`config.mk`:
```
export PLATFORM = sky130hd
export DESIGN_NAME = stop_brake_and_input_select
export DESIGN_NICKNAME = d
export VERILOG_FILES = /design/src/shared/stop_brake_pkg.sv /design/src/core/stop_brake_and_input_select.sv
export VERILOG_INCLUDE_DIRS = /design/src /design/src/shared
export SDC_FILE = /design/constraint.sdc
export NUM_CORES = 1
export LEC_CHECK = 0
export BUFFER_PORTS_ARGS = -buffer_cell sky130_fd_sc_hd__buf_2
export CAP_MARGIN = 20
export CELL_PAD_IN_SITES_DETAIL_PLACEMENT = 1
export CELL_PAD_IN_SITES_GLOBAL_PLACEMENT = 2
export CORE_UTILIZATION = 31
export DETAILED_ROUTE_END_ITERATION = 7
export HOLD_SLACK_MARGIN = 0.1
export PLACE_DENSITY = 0.81
export RECOVER_POWER = 50
export REMOVE_ABC_BUFFERS = 1
export SETUP_SLACK_MARGIN = 0.02
export SLEW_MARGIN = 0
export SYNTH_ARGS = -nofsm -noshare
export SYNTH_HDL_FRONTEND = slang
export SYNTH_SLANG_ARGS = --single-unit
```
`constraint.sdc`:
```
create_clock -name mclk -period 3.48 [get_ports mclk]
set_clock_uncertainty 0.15 [all_clocks]
set_input_delay 1.044 -clock mclk [delete_from_list [all_inputs] [get_ports mclk]]
set_output_delay 1.044 -clock mclk [all_outputs]
set_load 0.05 [all_outputs]
```
`src/shared/stop_brake_consts.svh`:
```
`ifndef STOP_BRAKE_CONSTS_SVH
`define STOP_BRAKE_CONSTS_SVH
// Frequencies in 0.1 Hz units, times in 0.1 s units
`define FREQ_MIN 10'd5
`define FREQ_MAX 10'd600
`define TIME_OFF 11'd0
`define TIME_MAX 11'd1200
`define STRENGTH_MAX 7'd100
`define STRENGTH_STEP 7'd5
// One brake time unit is 0.1 s
`define TICK_NS 100000000
`define CLK_PERIOD_NS 50
`define TICK_CYCLES (`TICK_NS / `CLK_PERIOD_NS)
`define FN_MULTI_SPEED 4'h0
`define FN_RESET 4'h1
`define FN_RESET_LOCK 4'h2
`define FN_INCHING 4'h3
`define FN_EXT_FAULT 4'h4
`define FN_WRITE_DISABLE 4'h5
`define FN_COAST 4'h6
`define FN_FREQ_SWITCH 4'h7
`define FN_SECOND_CHAR 4'h8
`define FN_PID_BYPASS 4'h9
`define FN_THREE_WIRE 4'hA
`define FN_SPEED_SEARCH 4'hC
`define FN_WINDING_PAUSE 4'hD
`define STOP_MODE_RAMP 1'b0
`define STOP_MODE_COAST 1'b1
`define MULTI16_MODE 3'h1
`endif

```
`src/shared/stop_brake_pkg.sv`:
```
package stop_brake_pkg;
	typedef enum logic [4:0] {
		ST_IDLE = 5'b00001,
		ST_RUN = 5'b00010,
		ST_RAMP = 5'b00100,
		ST_BRAKE = 5'b01000,
		ST_STOPPED = 5'b10000
	} drive_state_t;
	typedef struct packed {
		logic [9:0] startFrequencySetting;
		logic [9:0] stopFrequencySetting;
		logic [10:0] stopBrakeTime;
		logic [6:0] stopBrakeStrength;
		logic [9:0] reversalBrakeThreshold;
		logic [10:0] reversalBrakeTime;
		logic [6:0] reversalBrakeStrength;
		logic stopModeSelect;
		logic [2:0] multiSpeedModeSelect;
	} brake_cfg_t;
	typedef struct packed {
		logic multiSpeed;
		logic inching;
		logic extFault;
		logic writeDisable;
		logic coast;
		logic freqSwitch;
		logic secondChar;
		logic pidBypass;
		logic threeWireStop;
		logic speedSearch;
		logic windingPause;
		logic resetLock;
	} input_funcs_t;
endpackage : stop_brake_pkg

```
`src/core/stop_brake_and_input_select.sv`:
```
// Behaviour
// - On a run command the output starts at the start frequency, 0.5 to 60.0 Hz.
// - In ramp-to-stop the output is shut off once it reaches the stop frequency; with a non-zero stop brake time the code shuts it off once below it.
// - Falling below the stop frequency in ramp-to-stop applies DC braking.
// - The stop brake lasts the stop brake time, 0.1 to 120.0 s; zero disables it.
// - Stop brake strength is 0 to 100 in steps of 5; larger is stronger.
// - On direction change, braking starts when the output falls below the reversal threshold.
// - The reversal threshold counts only when the reversal brake time is non-zero.
// - The reversal brake lasts the reversal brake time; zero suppresses it.
// - Reversal brake strength is 0 to 100 in steps of 5; larger is stronger.
// - Each of the five inputs has its own function selector decoded to a function.
// - For 16-speed with all five on multi-speed, only inputs one to four form the command.
// - A reset input clears a present trip when it goes from ON to OFF.
// - Stop mode is ramp along the deceleration or coast with output removed at once.
`timescale 1ns/100ps
`include "stop_brake_consts.svh"
module stop_brake_and_input_select #(
	parameter int TICK_CYCLES = `TICK_CYCLES
) (
	input wire logic mclk,
	input wire logic rst_n,
	input wire stop_brake_pkg::brake_cfg_t cfg,
	input wire logic [3:0] functionSelect [5],
	input wire logic [4:0] digitalInput,
	input wire logic runCommand,
	input wire logic reverseCommand,
	input wire logic [9:0] outputFrequency,
	input wire logic faultTrip,
	output logic outputEnable,
	output logic [9:0] frequencyPreset,
	output logic presetLoad,
	output logic dcBrake,
	output logic [6:0] brakeStrength,
	output logic stoppedState,
	output logic faultClear,
	output logic [3:0] speedCommand,
	output stop_brake_pkg::input_funcs_t inputFuncs
);
	import stop_brake_pkg::*;

	drive_state_t state;
	drive_state_t next_state;
	logic [4:0] prevInput;
	logic [4:0] isMulti;
	logic [4:0] isReset;
	logic [4:0] resetFall;
	logic [10:0] brakeLeft;
	logic [$clog2(TICK_CYCLES)-1:0] tickCount;
	logic tick;
	logic lastDir;
	logic dirChange;
	logic revEnable;
	logic belowStop;
	logic belowRev;
	logic brakeDone;
	logic startBrake;
	logic startRevBrake;
	logic [3:0] next_speed;
	input_funcs_t next_funcs;

	genvar gi;
	generate
		for (gi = 0; gi < 5; gi++) begin : g_dec
			assign isMulti[gi] = functionSelect[gi] == `FN_MULTI_SPEED;
			assign isReset[gi] = functionSelect[gi] == `FN_RESET;
			assign resetFall[gi] = isReset[gi] && prevInput[gi] && !digitalInput[gi];
		end
	endgenerate

	function automatic logic anyFn(input logic [3:0] sel [5], input logic [4:0] din,
			input logic [3:0] code);
		logic hit;
		hit = 1'b0;
		for (int i = 0; i < 5; i++) begin
			if (sel[i] == code && din[i]) begin
				hit = 1'b1;
			end
		end
		return hit;
	endfunction : anyFn

	always_comb begin
		next_funcs.multiSpeed = |(isMulti & digitalInput);
		next_funcs.inching = anyFn(functionSelect, digitalInput, `FN_INCHING);
		next_funcs.extFault = anyFn(functionSelect, digitalInput, `FN_EXT_FAULT);
		next_funcs.writeDisable = anyFn(functionSelect, digitalInput, `FN_WRITE_DISABLE);
		next_funcs.coast = anyFn(functionSelect, digitalInput, `FN_COAST);
		next_funcs.freqSwitch = anyFn(functionSelect, digitalInput, `FN_FREQ_SWITCH);
		next_funcs.secondChar = anyFn(functionSelect, digitalInput, `FN_SECOND_CHAR);
		next_funcs.pidBypass = anyFn(functionSelect, digitalInput, `FN_PID_BYPASS);
		next_funcs.threeWireStop = anyFn(functionSelect, digitalInput, `FN_THREE_WIRE);
		next_funcs.speedSearch = anyFn(functionSelect, digitalInput, `FN_SPEED_SEARCH);
		next_funcs.windingPause = anyFn(functionSelect, digitalInput, `FN_WINDING_PAUSE);
		next_funcs.resetLock = anyFn(functionSelect, digitalInput, `FN_RESET_LOCK);
	end

	assign next_speed = (&isMulti && cfg.multiSpeedModeSelect == `MULTI16_MODE)
		? digitalInput[3:0] : (digitalInput[3:0] & isMulti[3:0]);

	assign tick = tickCount == ($clog2(TICK_CYCLES))'(TICK_CYCLES - 1);
	assign dirChange = (state == ST_RUN) && (reverseCommand != lastDir);
	assign revEnable = cfg.reversalBrakeTime != `TIME_OFF;
	assign belowStop = outputFrequency < cfg.stopFrequencySetting;
	assign belowRev = revEnable && outputFrequency < cfg.reversalBrakeThreshold;
	assign startBrake = belowStop && cfg.stopBrakeTime != `TIME_OFF;
	assign startRevBrake = dirChange && belowRev;
	// Last tick ends the brake, so it lasts exactly the set time
	assign brakeDone = brakeLeft == `TIME_OFF || (brakeLeft == 11'h001 && tick);

	always_comb begin
		next_state = state;
		case (state)
			ST_IDLE, ST_STOPPED: begin
				if (runCommand && !faultTrip) begin
					next_state = ST_RUN;
				end
			end
			ST_RUN: begin
				if (faultTrip) begin
					next_state = ST_STOPPED;
				end else if (!runCommand || next_funcs.coast) begin
					next_state = (cfg.stopModeSelect == `STOP_MODE_COAST || next_funcs.coast)
						? ST_STOPPED : ST_RAMP;
				end else if (startRevBrake) begin
					next_state = ST_BRAKE;
				end
			end
			ST_RAMP: begin
				if (faultTrip) begin
					next_state = ST_STOPPED;
				end else if (runCommand) begin
					next_state = ST_RUN;
				end else if (startBrake) begin
					next_state = ST_BRAKE;
				end else if (cfg.stopBrakeTime == `TIME_OFF
						&& outputFrequency <= cfg.stopFrequencySetting) begin
					// Only without a brake, else exact stop freq would skip it
					// shut off at stop frequency
					next_state = ST_STOPPED;
				end
			end
			ST_BRAKE: begin
				if (faultTrip) begin
					next_state = ST_STOPPED;
				end else if (brakeDone) begin
					next_state = runCommand ? ST_RUN : ST_STOPPED;
				end
			end
			default: next_state = ST_IDLE;
		endcase
	end

	always_ff @(posedge mclk or negedge rst_n) begin
		if (!rst_n) begin
			state <= ST_IDLE;
			prevInput <= 5'h00;
			lastDir <= 1'b0;
			tickCount <= '0;
		end else begin
			state <= next_state;
			prevInput <= digitalInput;
			tickCount <= (tick || state != ST_BRAKE) ? '0 : tickCount + 1'b1;
			// Old direction held in RUN with a non-zero reversal brake time until the reversal brake starts
			if (state != ST_RUN || !revEnable) begin
				lastDir <= reverseCommand;
			end
		end
	end

	always_ff @(posedge mclk or negedge rst_n) begin
		if (!rst_n) begin
			brakeLeft <= `TIME_OFF;
			brakeStrength <= 7'h00;
		end else if (state == ST_RAMP && next_state == ST_BRAKE) begin
			brakeLeft <= cfg.stopBrakeTime;
			brakeStrength <= cfg.stopBrakeStrength;
		end else if (state == ST_RUN && next_state == ST_BRAKE) begin
			brakeLeft <= cfg.reversalBrakeTime;
			brakeStrength <= cfg.reversalBrakeStrength;
		end else if (state == ST_BRAKE && tick && !brakeDone) begin
			brakeLeft <= brakeLeft - 11'd1;
		end
	end

	always_ff @(posedge mclk or negedge rst_n) begin
		if (!rst_n) begin
			outputEnable <= 1'b0;
			dcBrake <= 1'b0;
			stoppedState <= 1'b1;
			presetLoad <= 1'b0;
			frequencyPreset <= `FREQ_MIN;
			faultClear <= 1'b0;
			speedCommand <= 4'h0;
			inputFuncs <= '0;
		end else begin
			outputEnable <= next_state == ST_RUN || next_state == ST_RAMP;
			dcBrake <= next_state == ST_BRAKE;
			stoppedState <= next_state == ST_IDLE || next_state == ST_STOPPED;
			presetLoad <= next_state == ST_RUN && state != ST_RUN && state != ST_RAMP;
			frequencyPreset <= cfg.startFrequencySetting;
			// clear trip on ON to OFF
			faultClear <= faultTrip && |resetFall && !next_funcs.resetLock;
			speedCommand <= next_speed;
			inputFuncs <= next_funcs;
		end
	end

	property p_coast_off;
		@(posedge mclk) disable iff (!rst_n)
		(state == ST_RUN && !faultTrip && runCommand && next_funcs.coast) |=> !outputEnable;
	endproperty
	a_coast_off: assert property (p_coast_off) else $error("coast left output on");

	property p_reset_fall;
		@(posedge mclk) disable iff (!rst_n)
		(faultTrip && |resetFall && !next_funcs.resetLock) |=> faultClear;
	endproperty
	a_reset_fall: assert property (p_reset_fall) else $error("trip not cleared");

	property p_no_clear_rise;
		@(posedge mclk) disable iff (!rst_n)
		(resetFall == 5'h00) |=> !faultClear;
	endproperty
	a_no_clear_rise: assert property (p_no_clear_rise) else $error("spurious clear");

	property p_brake_off;
		@(posedge mclk) disable iff (!rst_n)
		dcBrake |-> !outputEnable;
	endproperty
	a_brake_off: assert property (p_brake_off) else $error("brake with output");

	property p_zero_time;
		@(posedge mclk) disable iff (!rst_n)
		(state == ST_RAMP && cfg.stopBrakeTime == `TIME_OFF) |=> !dcBrake;
	endproperty
	a_zero_time: assert property (p_zero_time) else $error("brake with zero time");

	property p_rev_gate;
		@(posedge mclk) disable iff (!rst_n)
		(state == ST_RUN && !revEnable) |=> state != ST_BRAKE;
	endproperty
	a_rev_gate: assert property (p_rev_gate) else $error("reversal brake ungated");

	property p_stay_stopped;
		@(posedge mclk) disable iff (!rst_n)
		(state == ST_STOPPED && !runCommand) |=> stoppedState && !outputEnable;
	endproperty
	a_stay_stopped: assert property (p_stay_stopped) else $error("left stopped state");

	property p_start_freq;
		@(posedge mclk) disable iff (!rst_n)
		(state == ST_IDLE && runCommand && !faultTrip)
			|=> presetLoad && frequencyPreset == $past(cfg.startFrequencySetting);
	endproperty
	a_start_freq: assert property (p_start_freq) else $error("bad start preset");

	property p_speed16;
		@(posedge mclk) disable iff (!rst_n)
		(&isMulti && cfg.multiSpeedModeSelect == `MULTI16_MODE)
			|=> speedCommand == $past(digitalInput[3:0]);
	endproperty
	a_speed16: assert property (p_speed16) else $error("bad 16-speed command");
endmodule : stop_brake_and_input_select

```
==> impl_metrics.py <==
metrics = {
    "status": {
        "status": "finished, final reports clean",
    },
    "cts": {
        "holdBufCountCts": 0,
        "cts_sinks": 81,
        "cts-root-buf": "clkbuf_16",
        "cts_buffer_depth": 2,
        "cts_resized": 0,
        "cts-buffers-inserted": 9,
        "ctsHtreeMaxLevel": 3,
        "cts_tree": "done",
        "worstSkewPairLatency_ns": 0.35,
        "post_cts_buffers": 0,
        "clk_pin_slew_ns": 0.07,
    },
    "timing": {
        "post-route-period-util_pct": 90.2,
        "setup_viol": 0,
        "timing.hold.ws_ns": 0.346,
        "rsz0062_at_grt": "no",
        "worst_pin_slew_ns": 1.25,
        "fin_setup_tns_ns": 0,
        "drv_slew": 0,
        "fin_ws_ns": 0.341,
        "fin_crit_ns": 3.14,
        "slew_headroom_pct": 16.8,
        "hold_viol": 0,
        "timing.fmax_ghz": 0.319,
    },
    "setup_path": {
        "worst_setup_path_end_kind": "flop",
        "slowest_delay_ns": 0.36,
        "critical_path_class": "in2reg",
        "critPathMaxFanout": 11,
        "arrival_ns": 3.23,
        "crit_slowest_cell": "a221o_1",
        "crit_chain": "buf_2 -> inv_1 -> ha_1 -> a21oi_1 -> nand2_1 -> a221o_1 -> a31o_1 -> o2111ai_1 -> buf_4 -> nand3_2 -> o221a_2",
        "r2r_slack_ns": 0.62,
        "critPathLaunchType": "input pin",
        "worstPathRequired_ns": 3.57,
    },
    "logic_synthesis": {
        "yosysTopAreaCell": "dfrtp_1",
        "synth.most_common_cell": "dfrtp_1",
        "synthArstFlopShare_pct": 100,
        "yosys-top-cells-area": "dfrtp_1 (40%), nor2_1 (6.0%), ha_1 (5.8%)",
        "yosys_warnings": 0,
        "syn-cell-area_um2": 4780,
        "yosysSeqAreaShare_pct": 42.5,
        "synth_ff_type": "dfrtp_1",
        "yosysTopAreaCellShare_pct": 40.3,
        "syn_avg_cell_area_um2": 9.43,
        "synth.distinct_cells": 69,
        "synth_seq_cells": 81,
        "synth_top_cells_by_count": "dfrtp_1 (77), nor2_1 (76), inv_1 (31), nand2_1 (31), ha_1 (22)",
        "synth-edff-count": 0,
        "netlist_instances": 507,
    },
    "floorplanning": {
        "core_um2": 15100,
        "core.rowCount": 45,
        "die_area_um2": 15900,
        "start_util_pct": 31.6,
        "die_h_um": 126,
        "die_w_um": 126,
        "io_pins": 148,
    },
    "placed_design": {
        "postPlaceCellArea_um2": 5790,
        "io_buffers": 144,
        "dpl.hpwl_um": 11200,
        "dp_cells": 840,
        "gp_congestion": 0.851,
        "post-place-ws_ns": -0.0469,
    },
    "global_routing": {
        "grt-ovfl-total": 0,
        "grt_use_total_pct": 18.9,
        "grt_pass1_wl_um": 24000,
        "grt_start_max_net_pins": 48,
        "grt_pass1_vias": 4783,
        "grt_antenna_before_repair": 0,
    },
    "final_layout": {
        "area_growth_pct": 26.5,
        "fin_util_pct": 39.9,
        "finalNetCount": 795,
        "design_area_um2": 6050,
        "diodes": 0,
        "instances_no_fill": 856,
        "drive_gt1_share_pct": 28.6,
        "fill_cells": 1797,
    },
    "power_and_ir_drop": {
        "power.total_mw": 2.58,
        "ir_worst_vdd_uv": 222,
        "p_per_area_nw_per_um2": 427,
        "leakagePower_nw": 2.82,
    },
    "routing": {
        "dr.pass1.iters": 4,
        "postRouteAntennaNets": 0,
        "first_iter_violations": 162,
        "finalWirelength_um": 14400,
        "vias": 4512,
        "drc": 0,
        "wl_per_cell_um": 16.9,
        "vias_per_cell": 5.27,
    },
    "flow_run": {
        "drv_cap": 0,
    },
    "hold_path": {
        "hp-class": "reg2reg",
    },
}
==> cell type report <==
class                   instances  area, um2  area share [%]
clock buffers                   9        225            3.72
clock inverters                 7       58.8           0.972
inverters                      31        116            1.92
multi-input cells             382       2550            42.2
flip-flops and latches         81       2030            33.6
well taps                     188        235            3.89
repair buffers                158        828            13.7
==> critical path: cells and delay by family <==
family                     cells  cell delay (ns)
adders and majority gates      1             0.32
and+or+nand+nor                2             0.29
AOI/OAI and AO/OA              5             1.21
buffers and inverters          3             0.38
==> kinds of logic (layout without fill, tap and decap cells) <==
kind of cell / count (synthesis) / in the layout / share of synthesized area [%]
DFF: 81 / 81 / 42.5
adders and majority gates: 22 / 22 / 5.75
and+or+nand+nor: 228 / 228 / 25.0
AOI/OAI and AO/OA: 98 / 98 / 16.3
buffers and inverters: 44 / 205 / 4.13
muxes: 2 / 2 / 0.445
xor gates and xnor gates: 32 / 32 / 5.86
==> final timing paths <==
check,start,to,cells past startpoint
max in group asynchronous,rst_n,state[4],2
min reg2reg,tickCount[0],tickCount[0],1
min in group asynchronous,rst_n,brakeLeft[4],1
min,tickCount[0],tickCount[0],1
max,cfg[54],brakeLeft[3],11
max reg2reg,brakeLeft[3],brakeLeft[3],7
==> power by group <==
part	switching, mW	internal (mW)
clock	0.443	0.497
sequential	0.0561	1.01
combinational	0.372	0.207
==> registers in the layout, indices dropped and copies added (netlist names) <==
signal,flops
stoppedState,1
dcBrake,1
faultClear,1
speedCommand,4
outputEnable,1
frequencyPreset,10
lastDir,1
state,5
prevInput,5
inputFuncs,12
tickCount,21
brakeLeft,11
presetLoad,1
brakeStrength,7
==> cell usage in the layout (no fill, tap or decap), drive strengths merged, types with 2 or more instances in the layout <==
cell	synthesis	routed
a2111oi	2	2
a21o	2	2
a21oi	11	11
a221o	7	7
a2bb2oi	8	8
a31oi	5	5
a41oi	3	3
and3	4	4
and4	5	5
buf	6	150
clkbuf	7	17
clkinvlp	0	2
dfrtp	77	77
dfstp	4	4
ha	22	22
inv	31	36
nand2	31	31
nand2b	19	19
nand3	19	19
nand3b	10	10
nand4	5	5
nor2	77	77
nor2b	5	5
nor3	21	21
nor4	9	9
o2111ai	3	3
o211ai	3	3
o21ai	14	14
o221a	8	8
o221ai	3	3
o22ai	11	11
o2bb2ai	2	2
o32ai	2	2
or2	3	3
or3	5	5
or3b	4	4
or4	4	4
or4b	2	2
xnor2	13	13
xor2	19	19
==> metal layers <==
metal,share of wire (%),GRT usage [%],vias up
li1,-,-,2158
met1,44,23.4,2264
met2,52,33.0,78
met3,3.0,2.46,12
met4,1.4,8.29,0
met5,0,0,-
(Power assumes the default switching activity.)
